`config.mk`:
```
export PLATFORM = sky130hd
export DESIGN_NAME = mlw_top
export DESIGN_NICKNAME = d
export VERILOG_FILES = /design/src/hdl/mlw_pkg.sv /design/src/hdl/mlw_top.sv
export VERILOG_INCLUDE_DIRS = /design/src /design/src/hdl
export SDC_FILE = /design/constraint.sdc
export NUM_CORES = 1
export LEC_CHECK = 0
export ABC_AREA = 1
export BUFFER_PORTS_ARGS = -buffer_cell sky130_fd_sc_hd__buf_2
export CORE_MARGIN = 2
export CORE_UTILIZATION = 45
export CTS_CLUSTER_DIAMETER = 30
export DETAILED_ROUTE_END_ITERATION = 8
export PLACE_DENSITY = 0.7
export SLEW_MARGIN = 20
export SYNTH_ARGS = -nofsm -noshare
export SYNTH_HDL_FRONTEND = slang
export SYNTH_SLANG_ARGS = --single-unit
```
`constraint.sdc`:
```
create_clock -name sys_clk -period 3.6 [get_ports sys_clk]
set_input_delay 0.18 -clock sys_clk [delete_from_list [all_inputs] [get_ports sys_clk]]
set_output_delay 0.18 -clock sys_clk [all_outputs]
set_load 0.1 [all_outputs]
```
`src/hdl/mlw_regs.svh`:
```
`ifndef MLW_REGS_SVH
`define MLW_REGS_SVH
// word addresses of the watchdog registers
`define MLW_ADDR_LIMIT   16'h1000
`define MLW_ADDR_MASK_LO 16'h1001
`define MLW_ADDR_MASK_HI 16'h1002
`define MLW_ADDR_TRIG    16'h1003
`define MLW_ADDR_MIN     16'h1004
`define MLW_ADDR_KSTOP   16'h1005
`define MLW_ADDR_STATE   16'h1006
`define MLW_ADDR_REARM   16'h1007
`define MLW_ADDR_SSTOP   16'h1008
// reset values
`define MLW_RST_LIMIT    16'h0064
`define MLW_RST_MASK     16'hFFFF
`define MLW_RST_MIN      16'hFFFF
`define MLW_RST_WORD     16'h0000
// key words and commands
`define MLW_KEY_FIRST    16'hAAAA
`define MLW_KEY_SECOND   16'h5555
`define MLW_SKEY_A       16'hAA55
`define MLW_SKEY_B       16'h55AA
`define MLW_REARM_CMD    16'h0001
// function code field
`define MLW_FC_LO_FIRST  8'h01
`define MLW_FC_HI_FIRST  8'h11
`define MLW_FC_HI_LAST   8'h20
// timebase
`define MLW_TICK_MS      100
`define MLW_CLK_MHZ      200
`define MLW_TICK_CYCLES  (`MLW_TICK_MS * 1000 * `MLW_CLK_MHZ)
`endif

```
`src/hdl/mlw_pkg.sv`:
```
package mlw_pkg;
  typedef enum logic [1:0] {
    MLW_IDLE    = 2'h0,
    MLW_ACTIVE  = 2'h1,
    MLW_EXPIRED = 2'h2
  } mlw_state_type;
  typedef logic [15:0] mlw_word_type;
endpackage

```
`src/hdl/mlw_top.sv`:
```
`timescale 1ns/1ps
`default_nettype none
`include "mlw_regs.svh"
module mlw_top #(
  parameter int unsigned TICK_CYCLES = `MLW_TICK_CYCLES
) (
  // clock and reset
  input  wire logic                   sys_clk,
  input  wire logic                   nrst,
  // register access, one word each
  input  wire logic                   reg_wr,
  input  wire logic                   reg_rd,
  input  wire logic [15:0]            reg_addr,
  input  wire mlw_pkg::mlw_word_type  reg_wdata,
  output var  mlw_pkg::mlw_word_type  reg_rdata,
  output var  logic                   reg_ack,
  // received function codes
  input  wire logic                   fc_valid,
  input  wire logic [7:0]             fc_code,
  // watchdog outputs
  output var  mlw_pkg::mlw_state_type wd_state,
  output var  logic                   wd_fault,
  output var  logic                   pd_write_en
);
  import mlw_pkg::*;

  mlw_state_type state_reg, state_next;
  mlw_word_type  limit_reg, limit_next;
  mlw_word_type  mask_lo_reg, mask_lo_next;
  mlw_word_type  mask_hi_reg, mask_hi_next;
  mlw_word_type  trig_reg, trig_next;
  mlw_word_type  min_reg, min_next;
  mlw_word_type  kstop_reg, kstop_next;
  mlw_word_type  rearm_reg, rearm_next;
  mlw_word_type  sstop_reg, sstop_next;
  mlw_word_type  elapsed_reg, elapsed_next;
  mlw_word_type  rdata_reg, rdata_next;
  logic [31:0]   pre_reg, pre_next;
  logic          armed_reg, armed_next;
  logic          fault_reg, fault_next;
  logic          pden_reg, pden_next;
  logic          ack_reg, ack_next;
  logic trig_ok;
  logic fc_ok;
  logic kstop_done;
  logic sstop_done;
  logic rearm_ok;
  logic tick;
  logic expire;
  logic retrig;

  // enabled code test, used for both masks
  function automatic logic fc_hit(input logic [7:0] code,
                                  input mlw_word_type lo,
                                  input mlw_word_type hi);
    logic [7:0] idx;
    idx = 8'h00;
    if (code >= `MLW_FC_LO_FIRST && code < `MLW_FC_HI_FIRST) begin
      idx = code - `MLW_FC_LO_FIRST;
      return lo[idx[3:0]];
    end
    if (code >= `MLW_FC_HI_FIRST && code <= `MLW_FC_HI_LAST) begin
      idx = code - `MLW_FC_HI_FIRST;
      return hi[idx[3:0]];
    end
    return 1'b0;
  endfunction

  function automatic logic wr_at(input logic [15:0] a);
    return reg_wr && (reg_addr == a);
  endfunction

  always_comb begin
    trig_ok = wr_at(`MLW_ADDR_TRIG) && (reg_wdata != trig_reg)
              && (limit_reg != 16'h0000)
              && ((state_reg != MLW_IDLE) || (reg_wdata != 16'h0000));
    fc_ok = fc_valid && (state_reg == MLW_ACTIVE)
            && fc_hit(fc_code, mask_lo_reg, mask_hi_reg);
    kstop_done = wr_at(`MLW_ADDR_KSTOP)
                 && (reg_wdata == `MLW_KEY_SECOND) && armed_reg;
    sstop_done = wr_at(`MLW_ADDR_SSTOP)
                 && ((reg_wdata == `MLW_SKEY_A)
                     || (reg_wdata == `MLW_SKEY_B));
    rearm_ok = wr_at(`MLW_ADDR_REARM)
               && (reg_wdata == `MLW_REARM_CMD)
               && (state_reg == MLW_EXPIRED);
    tick = (pre_reg == TICK_CYCLES[31:0] - 32'h1);
    expire = (state_reg == MLW_ACTIVE) && tick
             && ({16'h0000, elapsed_reg} + 32'h1 >= {16'h0000, limit_reg});
    retrig = trig_ok || fc_ok || rearm_ok;
  end

  always_comb begin
    state_next   = state_reg;
    limit_next   = limit_reg;
    mask_lo_next = mask_lo_reg;
    mask_hi_next = mask_hi_reg;
    trig_next    = trig_reg;
    min_next     = min_reg;
    kstop_next   = kstop_reg;
    rearm_next   = rearm_reg;
    sstop_next   = sstop_reg;
    elapsed_next = elapsed_reg;
    pre_next     = pre_reg;
    armed_next   = armed_reg;
    fault_next   = fault_reg;
    pden_next    = pden_reg;
    // config is frozen while running
    if (state_reg != MLW_ACTIVE) begin
      if (wr_at(`MLW_ADDR_LIMIT))
        limit_next = reg_wdata;
      if (wr_at(`MLW_ADDR_MASK_LO))
        mask_lo_next = reg_wdata;
      if (wr_at(`MLW_ADDR_MASK_HI))
        mask_hi_next = reg_wdata;
    end
    if (wr_at(`MLW_ADDR_TRIG))
      trig_next = reg_wdata;
    if (wr_at(`MLW_ADDR_REARM))
      rearm_next = reg_wdata;
    if (wr_at(`MLW_ADDR_SSTOP))
      sstop_next = reg_wdata;
    // any other word breaks the sequence
    if (wr_at(`MLW_ADDR_KSTOP)) begin
      kstop_next = reg_wdata;
      armed_next = (reg_wdata == `MLW_KEY_FIRST);
    end
    if (state_reg == MLW_ACTIVE) begin
      pre_next = tick ? 32'h0 : pre_reg + 32'h1;
      if (tick)
        elapsed_next = elapsed_reg + 16'h0001;
    end
    if (kstop_done || sstop_done) begin
      state_next   = MLW_IDLE;
      fault_next   = 1'b0;
      pden_next    = 1'b1;
      elapsed_next = 16'h0000;
      pre_next     = 32'h0;
    end else if (retrig) begin
      if (state_reg == MLW_ACTIVE && elapsed_reg < min_reg)
        min_next = elapsed_reg;
      state_next   = MLW_ACTIVE;
      fault_next   = 1'b0;
      pden_next    = 1'b1;
      elapsed_next = 16'h0000;
      pre_next     = 32'h0;
    end else if (expire) begin
      state_next = MLW_EXPIRED;
      fault_next = 1'b1;
      pden_next  = 1'b0;
      pre_next   = 32'h0;
    end
  end

  // read mux, one word per access
  always_comb begin
    ack_next   = reg_rd || reg_wr;
    rdata_next = rdata_reg;
    if (reg_rd) begin
      unique case (reg_addr)
        `MLW_ADDR_LIMIT:   rdata_next = limit_reg;
        `MLW_ADDR_MASK_LO: rdata_next = mask_lo_reg;
        `MLW_ADDR_MASK_HI: rdata_next = mask_hi_reg;
        `MLW_ADDR_TRIG:    rdata_next = trig_reg;
        `MLW_ADDR_MIN:     rdata_next = min_reg;
        `MLW_ADDR_KSTOP:   rdata_next = kstop_reg;
        `MLW_ADDR_STATE:   rdata_next = {14'h0000, state_reg};
        `MLW_ADDR_REARM:   rdata_next = rearm_reg;
        `MLW_ADDR_SSTOP:   rdata_next = sstop_reg;
        default:           rdata_next = 16'h0000;
      endcase
    end
  end

  always_ff @(posedge sys_clk) begin
    if (!nrst) begin
      state_reg   <= MLW_IDLE;
      limit_reg   <= `MLW_RST_LIMIT;
      mask_lo_reg <= `MLW_RST_MASK;
      mask_hi_reg <= `MLW_RST_MASK;
      trig_reg    <= `MLW_RST_WORD;
      min_reg     <= `MLW_RST_MIN;
      kstop_reg   <= `MLW_RST_WORD;
      rearm_reg   <= `MLW_RST_WORD;
      sstop_reg   <= `MLW_RST_WORD;
      elapsed_reg <= 16'h0000;
      pre_reg     <= 32'h0;
      armed_reg   <= 1'b0;
      fault_reg   <= 1'b0;
      pden_reg    <= 1'b1;
      rdata_reg   <= 16'h0000;
      ack_reg     <= 1'b0;
    end else begin
      state_reg   <= state_next;
      limit_reg   <= limit_next;
      mask_lo_reg <= mask_lo_next;
      mask_hi_reg <= mask_hi_next;
      trig_reg    <= trig_next;
      min_reg     <= min_next;
      kstop_reg   <= kstop_next;
      rearm_reg   <= rearm_next;
      sstop_reg   <= sstop_next;
      elapsed_reg <= elapsed_next;
      pre_reg     <= pre_next;
      armed_reg   <= armed_next;
      fault_reg   <= fault_next;
      pden_reg    <= pden_next;
      rdata_reg   <= rdata_next;
      ack_reg     <= ack_next;
    end
  end

  assign reg_rdata   = rdata_reg;
  assign reg_ack     = ack_reg;
  assign wd_state    = state_reg;
  assign wd_fault    = fault_reg;
  assign pd_write_en = pden_reg;
endmodule // mlw_top
`default_nettype wire

```
# Yosys cells after proc, flatten, opt, wreduce, memory -nomap -nowiden
# Cells that the tools add are included.
dict set report word_totals {
  ff_bits 197
  latch_bits 0
  mem_bits_rw 0
  mem_bits_ro 0
  output_inout_bits 21
  memories 0
}
dict set report classes {
  addsub 5
  mul 0
  div_mod_pow 0
  magnitude_cmp 8
  eq_ne 19
  shifts 0
  mux 15
  bitwise_logic 2
  reduce_logical 40
}
# operator count
set ops {}
lappend ops {{== test 16 x 13 -> 1 bit, second input constant} 9}
lappend ops {{one-hot mux 16 bit (9 select lines)} 1}
lappend ops {{adder 32 x 1 -> 32 bit, second input constant} 1}
lappend ops {{== test 16 x 15 -> 1 bit, second input constant} 2}
lappend ops {{== test 16 bit, second input constant} 2}
lappend ops {{== test 32 x 25 -> 1 bit, second input constant} 1}
lappend ops {{2-to-1 mux 32 bit} 1}
lappend ops {{nonzero test 16 bit} 2}
lappend ops {{logical AND 1 bit} 22}
lappend ops {{adder 16 x 1 -> 17 bit, second input constant} 1}
lappend ops {{>= comparator 17 x 16 -> 1 bit} 1}
lappend ops {{adder 16 x 1 -> 16 bit, second input constant} 1}
lappend ops {{== test 16 x 1 -> 1 bit, second input constant} 1}
lappend ops {{< comparator 16 bit} 1}
lappend ops {{!= test 16 bit} 1}
lappend ops {{2-to-1 mux 1 bit} 11}
lappend ops {{< comparator 4 x 5 -> 1 bit, second input constant} 2}
lappend ops {{binary-select mux 1 bit (select 4 bit)} 2}
lappend ops {{>= comparator 8 x 1 -> 1 bit, second input constant} 1}
lappend ops {{>= comparator 8 x 5 -> 1 bit, second input constant} 1}
lappend ops {{less-or-equal comparator 8 x 6 -> 1 bit, second input constant} 1}
lappend ops {{< comparator 8 x 5 -> 1 bit, second input constant} 1}
lappend ops {{AND reduction 2 bit} 4}
lappend ops {{subtractor 4 x 1 -> 4 bit, second input constant} 2}
lappend ops {{other kinds (10)} 17}

# Longest topological paths before layout
# Gate-level depths: netlist (run 1).
dict set report depth {
  depth_word 11
  depth_mapped 19
  mapped_depth_nobuf 18
}

# Worst setup path after synthesis (run 1)
# OpenSTA, ideal clock, no wires.
dict set report synth_path {
  path_type {register to register}
  startpoint {register elapsed_reg[0]}
  endpoint {register pre_reg[23]}
  setup_ns 0.113
  arrival_time_ns 2.649
  setup_slack_ns 0.837
  stages_incl_launch_ff 18
  n_path_buf 1
  synth_period_minus_slack_ns 2.763
  path_cell_list {dfxtp_1 -> ha_1 -> nand3_1 -> nor2_1 -> nand2_1 -> nor3_1 -> nand2_1 -> xor2_1 -> inv_1 -> ha_1 -> nand4_1 -> nor4_1 -> nand2_1 -> nand3_1 -> nand2_4 -> nand2_2 -> buf_6 -> nor2_2}
}
dict set report synth_via {
  elab_chain_cells 4
}
# item line_no
set synth_lines {}
lappend synth_lines {{start, declared} mlw_top.sv:36} ;# mlw_word_type elapsed_reg, elapsed_next;
lappend synth_lines {{start signal, assigned} mlw_top.sv:203} ;# elapsed_reg <= elapsed_next;
lappend synth_lines {{adder 16 x 1 -> 17 bit} mlw_top.sv:89} ;# && ({16'h0000, elapsed_reg} + 32'h1 >= {16'h0000, limit_reg});
lappend synth_lines {{>= comparator 17 x 16 -> 1 bit} mlw_top.sv:89}
lappend synth_lines {{logical AND 1 bit} mlw_top.sv:89}
lappend synth_lines {{OR reduction 4 bit (no line)} -}
lappend synth_lines {{end signal, assigned} mlw_top.sv:204} ;# pre_reg <= pre_next;
lappend synth_lines {{end, declared} mlw_top.sv:38} ;# logic [31:0] pre_reg, pre_next;
# No other way between the ends.
# A chain may end at the register's enable or synchronous reset.

# Worst setup path in the final report (run 1)
dict set report layout_path {
  startpoint {register elapsed_reg[0]}
  endpoint {register pre_reg[1]}
}
# The elaborated chain is that of the path after synthesis.

==> results of run 1 <==
through the flow:
step                cell area, um2  worst slack, ns  hold WS (ns)
finish                       12300            0.304        0.0738
global route                 12300          0.00636        0.0767
CTS                          12300            0.302        0.0566
detailed placement           11600            0.351         0.442
global placement             11600            0.398         0.437
floorplan                    11200            0.837         0.306
logic make-up after synthesis:
group                      count (synthesis)  share of synthesized area
and+or+nand+nor                          753                      0.312
AOI/OAI and AO/OA                        335                      0.165
buffers and inverters                    284                      0.102
DFF                                      197                      0.353
xor gates and xnor gates                  36                     0.0282
adders and majority gates                 36                     0.0403
path summary, 6_finish.rpt:
path	to
min reg2reg	rearm_reg[0]
min	kstop_reg[3]
max reg2reg	pre_reg[1]
max	pre_reg[1]
metal layers:
| metal | track usage | vias to the layer above |
|---|---|---|
| li1 | - | 5486 |
| met1 | 0.341 | 5090 |
| met2 | 0.397 | 379 |
| met3 | 0.0339 | 45 |
| met4 | 0.0706 | 0 |
| met5 | 0 | - |
worst reg2reg max path, delay by kind of cell (launching register included):
kind / cells / cell delay (ns)
XOR/XNOR: 1 / 0.20
adder cells (fa/ha/maj): 2 / 0.53
flip-flops: 1 / 0.44
AND/OR/NAND/NOR: 10 / 1.48
buffers and inverters: 2 / 0.13
AO/OA/AOI/OAI: 3 / 0.44
synthesized netlist by cell type (3+ instances only):
| cell type | instances | area (um2) |
|---|---|---|
| nand2_1 | 349 | 1310 |
| dfxtp_1 | 197 | 3940 |
| inv_1 | 190 | 713 |
| a21oi_1 | 152 | 761 |
| nand3_1 | 145 | 726 |
| nor2_1 | 116 | 435 |
| o21ai_0 | 105 | 526 |
| nand4_1 | 50 | 313 |
| clkbuf_1 | 45 | 169 |
| ha_1 | 36 | 450 |
| nor3_1 | 36 | 180 |
| o211ai_1 | 33 | 248 |
| o22ai_1 | 30 | 188 |
| xor2_1 | 30 | 263 |
| buf_2 | 25 | 125 |
| inv_2 | 15 | 56.3 |
| nor2_4 | 13 | 146 |
| nor4_1 | 9 | 56.3 |
| a21oi_2 | 8 | 70.1 |
| nor2_2 | 7 | 43.8 |
| xnor2_1 | 6 | 52.6 |
| buf_4 | 5 | 37.5 |
| nand2_2 | 4 | 25.0 |
| nor3_2 | 4 | 40.0 |
| nor3b_1 | 4 | 30.0 |
| or2_2 | 3 | 18.8 |
power by group through the flow:
stage          sequential [mW]  combinational (mW)  clock (mW)
2_1_floorplan             2.23               0.141           0
3_3_place_gp              2.23               0.222           0
3_5_place_dp              2.23               0.227           0
4_1_cts                   2.18               0.228        2.13
5_1_grt                   2.18               0.254        2.22
6_report                  2.18               0.231        2.10
final cells by class:
| type | instances | area (um2) | area share |
|---|---|---|---|
| inverters | 206 | 773 | 0.0628 |
| multi-input cells | 1160 | 6090 | 0.495 |
| repair buffers | 78 | 423 | 0.0344 |
| clock buffers | 17 | 425 | 0.0346 |
| flip-flops and latches | 197 | 3940 | 0.320 |
| well taps | 324 | 405 | 0.0329 |
| clock inverters | 15 | 245 | 0.0199 |
timing repair:
action / in CTS / in global routing
endpoints found under the hold margin: 0 / 0
endpoints found under the setup margin: 0 / 11
resized for setup: 0 / 1
==> results.sh, run 1 <==
export IMPL_outcome="complete, no violations"
export IMPL_p_clk_frac=0.466
export IMPL_final_common_cell="nand2_1"
export IMPL_start_kind="flip-flop"
export IMPL_r2r_setup_slack_ns=0.30
export IMPL_dp_cells=1965
export IMPL_cts_tree="built"
export IMPL_setup_viol=0
export IMPL_top_layer="met4"
export IMPL_largest_register_ffs=32
export IMPL_post_cts_setup_buffers=0
export IMPL_p_sw_mw=1.27
export IMPL_dr_wl_met2_um=14500
export IMPL_die_area_um2=26100
export IMPL_first_pass_iters=5
export IMPL_vias=11000
export IMPL_ios=66
export IMPL_finalNonFillerCells=1997
export IMPL_async_reset_ff_frac=0
export IMPL_drv_cap=0
export IMPL_yosysSeqAreaShare=0.353
export IMPL_grt_pass1_vias=9959
export IMPL_pwr_share_comb=0.051
export IMPL_powerDensity_nw_per_um2=367
export IMPL_clk_path_buf_depth=2
export IMPL_finalCritPeriodShare=0.916
export IMPL_dp_hpwl_um=23200
export IMPL_path_delay_family="simple AND/OR/NAND/NOR gates"
export IMPL_clock_root_buffer="clkbuf_16"
export IMPL_cpPeakStageDelay_ns=0.44
export IMPL_cp_depth=18
export IMPL_fillers=2395
export IMPL_fin_worst_skew_ns=0.0143
export IMPL_diodes=0
export IMPL_clkSinkCount=197
export IMPL_antenna_left=0
export IMPL_synth_cells=1641
export IMPL_worstMarginPinSlew_ns=1.01
export IMPL_critical_path_slowest_cell="dfxtp_1"
export IMPL_leakage_nw=5.28
export IMPL_grt_first_pass_wirelength_um=51500
export IMPL_drt_initial_drc_count=1025
export IMPL_cp_arrival_ns=3.67
export IMPL_drc_errors=0
export IMPL_p_int_mw=3.24
export IMPL_cp_data_required_time_ns=3.98
export IMPL_die_y_um=162
export IMPL_wl_met3_um=2290
export IMPL_hold_buffers=0
export IMPL_cts_made_buffers=17
export IMPL_cp_num_buf_inv=2
export IMPL_ys_ff_latch=197
export IMPL_fmax_ghz=0.303
export IMPL_gr_usage_all_layers=0.245
export IMPL_initial_core_util=0.459
export IMPL_clk_latency_ns=0.45
export IMPL_rsz0062_at_grt="false"
export IMPL_switching_share=0.282
export IMPL_min_from="reg_wdata[3]"
export IMPL_wl_per_cell_um=16.0
export IMPL_final_util=0.506
export IMPL_placementRows=57
export IMPL_worst_setup_path_end_kind="flip-flop"
export IMPL_hold_viol_final=0
export IMPL_synth_edff_count=0
export IMPL_final_cell_mix="349 x nand2_1, 197 x dfxtp_1, 190 x inv_1"
export IMPL_cp_max_fo=12
export IMPL_antenna_found_initial=0
export IMPL_fp_coreArea_um2=24300
export IMPL_worstRegToRegCells=18
export IMPL_grt_overflow=0
export IMPL_drv_slew=0
export IMPL_place_port_buffers=65
export IMPL_grt_max_degree=54
export IMPL_gp_congestion=0.949
export IMPL_hold_depth=3
export IMPL_layout_min_cycle_time_ns=3.30
export IMPL_synthToLayoutAreaGrowth_pct=10.1
export IMPL_setup_tns_final_ns=0
export IMPL_p_total_mw=4.51
export IMPL_drive_gt1_frac=0.103
export IMPL_fp_dieW_um=162
export IMPL_worstSetupPathType="reg2reg"
export IMPL_synth_main_ff_cell="dfxtp_1"
export IMPL_ys_warn_count=0
export IMPL_synth_cell_type_count=45
export IMPL_peakVddDrop_uv=355
export IMPL_worst_setup_hold_path_clk_slew_ns=0.09
export IMPL_avgSynthCellArea_um2=6.81
export IMPL_htree_levels=4
export IMPL_syn_nets=1722
export IMPL_crit_path_frequent_cell="nand2_1"
export IMPL_cp_cell_sequence="ha_1 -> nand3_1 -> nor2_2 -> nand2_1 -> nor3_1 -> nand2_1 -> xor2_1 -> inv_1 -> ha_1 -> a21oi_1 -> o211ai_1 -> inv_1 -> nand2_1 -> nor2_1 -> nand3_1 -> nand2_4 -> nand2_2 -> a21oi_1"
export IMPL_reg2reg_from="elapsed_reg[0]"
export IMPL_m1WireLength_um=14500
export IMPL_finalWirelength_um=32000
export IMPL_viasPerCell=5.51
export IMPL_pwr_share_seq=0.483
export IMPL_final_nets=1741
export IMPL_min_path_type="in2reg"
export IMPL_syn_cell_area_um2=11200
export IMPL_critical_path_startpoint="elapsed_reg[0]"
export IMPL_relSlewSlack=0.322
Power figures use the tool's default switching activity.
==> run 2: changes to the inputs <==
--- a/config.mk
+++ b/config.mk
@@ -12,7 +12,7 @@
 export CORE_UTILIZATION = 45
 export CTS_CLUSTER_DIAMETER = 30
 export DETAILED_ROUTE_END_ITERATION = 8
-export PLACE_DENSITY = 0.7
+export PLACE_DENSITY = 0.72
 export SLEW_MARGIN = 20
 export SYNTH_ARGS = -nofsm -noshare
 export SYNTH_HDL_FRONTEND = slang
==> constraint.sdc (replaced) <==
create_clock -name sys_clk -period 3 [get_ports sys_clk]
set_input_delay 0.15 -clock sys_clk [delete_from_list [all_inputs] [get_ports sys_clk]]
set_output_delay 0.15 -clock sys_clk [all_outputs]
set_load 0.1 [all_outputs]
==> run 2 against run 1 <==
Net effect: design area increased by 2.4%; total power increased by 18%; die area unchanged; largest cell class unchanged.
==> results.sh, run 2 (same netlist as run 1, synthesis figures left out) <==
export IMPL_outcome="complete, no violations"
export IMPL_clkSinkCount=197
export IMPL_dp_hpwl_um=23200
export IMPL_hold_slack_ns=0.0437
export IMPL_drv_slew=0
export IMPL_drv_cap=0
export IMPL_hold_viol_final=0
export IMPL_cp_arrival_ns=3.27
export IMPL_reg2reg_from="elapsed_reg[0]"
export IMPL_drt_initial_drc_count=1011
export IMPL_final_common_cell="nand2_1"
export IMPL_finalCritPeriodShare=0.964
export IMPL_gp_congestion=0.936
export IMPL_htree_levels=4
export IMPL_wl_per_cell_um=15.8
export IMPL_min_from="reg_wdata[2]"
export IMPL_antenna_left=0
export IMPL_clock_root_buffer="clkbuf_16"
export IMPL_diodes=0
export IMPL_final_nets=1765
export IMPL_vias=11102
export IMPL_finalNonFillerCells=2021
export IMPL_cts_made_buffers=17
export IMPL_antenna_found_initial=0
export IMPL_placementRows=57
export IMPL_grt_max_degree=65
export IMPL_leakage_nw=5.42
export IMPL_fin_worst_skew_ns=0.0158
export IMPL_final_cell_mix="347 x nand2_1, 194 x dfxtp_1, 190 x inv_1"
export IMPL_worstRegToRegCells=18
export IMPL_fp_dieW_um=162
export IMPL_fp_coreArea_um2=24300
export IMPL_min_path_type="in2reg"
export IMPL_pre_cts_ws_ns=-0.110
export IMPL_die_area_um2=26100
export IMPL_clk_path_buf_depth=2
export IMPL_die_y_um=162
export IMPL_fmax_ghz=0.346
export IMPL_worstSetupPathType="reg2reg"
export IMPL_fin_ws_ns=0.109
export IMPL_p_total_mw=5.32
export IMPL_cts_tree="built"
export IMPL_viasPerCell=5.49
export IMPL_worst_setup_path_end_kind="flip-flop"
export IMPL_layout_min_cycle_time_ns=2.89
export IMPL_clk_latency_ns=0.45
export IMPL_grt_pass1_vias=10052
export IMPL_dp_cells=1986
export IMPL_worst_setup_hold_path_clk_slew_ns=0.09
export IMPL_relSlewSlack=0.440
export IMPL_cp_max_fo=6
export IMPL_initial_core_util=0.459
export IMPL_critical_path_startpoint="elapsed_reg[0]"
export IMPL_ios=66
export IMPL_place_port_buffers=65
export IMPL_gr_usage_all_layers=0.242
export IMPL_drc_errors=0
export IMPL_fillers=2376
export IMPL_largest_register_ffs=32
export IMPL_hold_depth=3
export IMPL_setup_viol=0
export IMPL_drive_gt1_frac=0.129
export IMPL_synthToLayoutAreaGrowth_pct=12.8
export IMPL_start_kind="flip-flop"
export IMPL_first_pass_iters=6
export IMPL_grt_first_pass_wirelength_um=50900
export IMPL_powerDensity_nw_per_um2=422
export IMPL_cp_data_required_time_ns=3.38
export IMPL_finalWirelength_um=32000
export IMPL_worstMarginPinSlew_ns=0.838
export IMPL_grt_overflow=0
export IMPL_peakVddDrop_uv=269
export IMPL_final_util=0.518
==> run 2: changes by cell type in the layout (fill, tap and decap cells not counted), sizes merged <==
cell	change
nand2	+1
buf	+23
clkinvlp	+1
clkinv	+1
inv	-2
==> run 2: worst max-delay path: stages (launching register included) <==
cell      delay [ns]
dfxtp_4         0.38
ha_4            0.14
nand3_2         0.11
nor2_4          0.14
nand2_2         0.09
nor3_4          0.24
nand2_2         0.11
xor2_2          0.21
inv_1           0.07
ha_1            0.32
a21oi_2         0.14
o211ai_1        0.08
inv_1           0.08
nand2_1         0.07
nor2_2          0.10
nand3_2         0.14
nand2_4         0.19
nand2_8         0.09
a21oi_1         0.11
==> run 2: metal layers <==
layer	track usage	vias to the layer above	share of wire
met5	0	-	0
met4	0.0893	0	0.029
met3	0.0362	63	0.071
met2	0.383	384	0.45
met1	0.335	5112	0.45
li1	-	5543	-
==> run 2: area by class of cell <==
type                    count  area (um2)  area share
clock buffers              17         425      0.0337
well taps                 324         405      0.0322
clock inverters            15         216      0.0172
inverters                 206         773      0.0613
multi-input cells        1161        6240       0.495
flip-flops and latches    197        3950       0.313
repair buffers            101         596      0.0472
==> run 2: worst paths after layout <==
| path | endpoint | slack [ns] |
|---|---|---|
| setup / recovery | pre_reg[1] | 0.11 |
| hold / removal | kstop_reg[2] | 0.04 |
| setup reg to reg | pre_reg[1] | 0.11 |
| hold reg to reg | rearm_reg[3] | 0.46 |
==> run 2: repair_timing <==
action / in CTS / in global routing
cloned: 0 / 1
resized for setup: 2 / 28
hold buffers: 0 / 0
buffers inserted: 0 / 2
setup endpoints to repair: 12 / 15
pin swaps: 0 / 10
==> run 2: metrics by stage <==
step	area, um2	setup TNS (ns)
global placement	11800	-0.380
CTS	12400	0
finish	12600	0
global route	12600	-0.978
detailed placement	11800	-1.06
floorplan	11200	0
==> run 2: power breakdown <==
part | switching, mW | internal, mW | leakage (nW) | total, mW
clock network | 1.25 | 1.17 | 0.305 | 2.42
logic | 0.210 | 0.0741 | 3.53 | 0.284
registers | 0.000306 | 2.61 | 1.59 | 2.61
total | 1.46 | 3.85 | 5.42 | 5.32
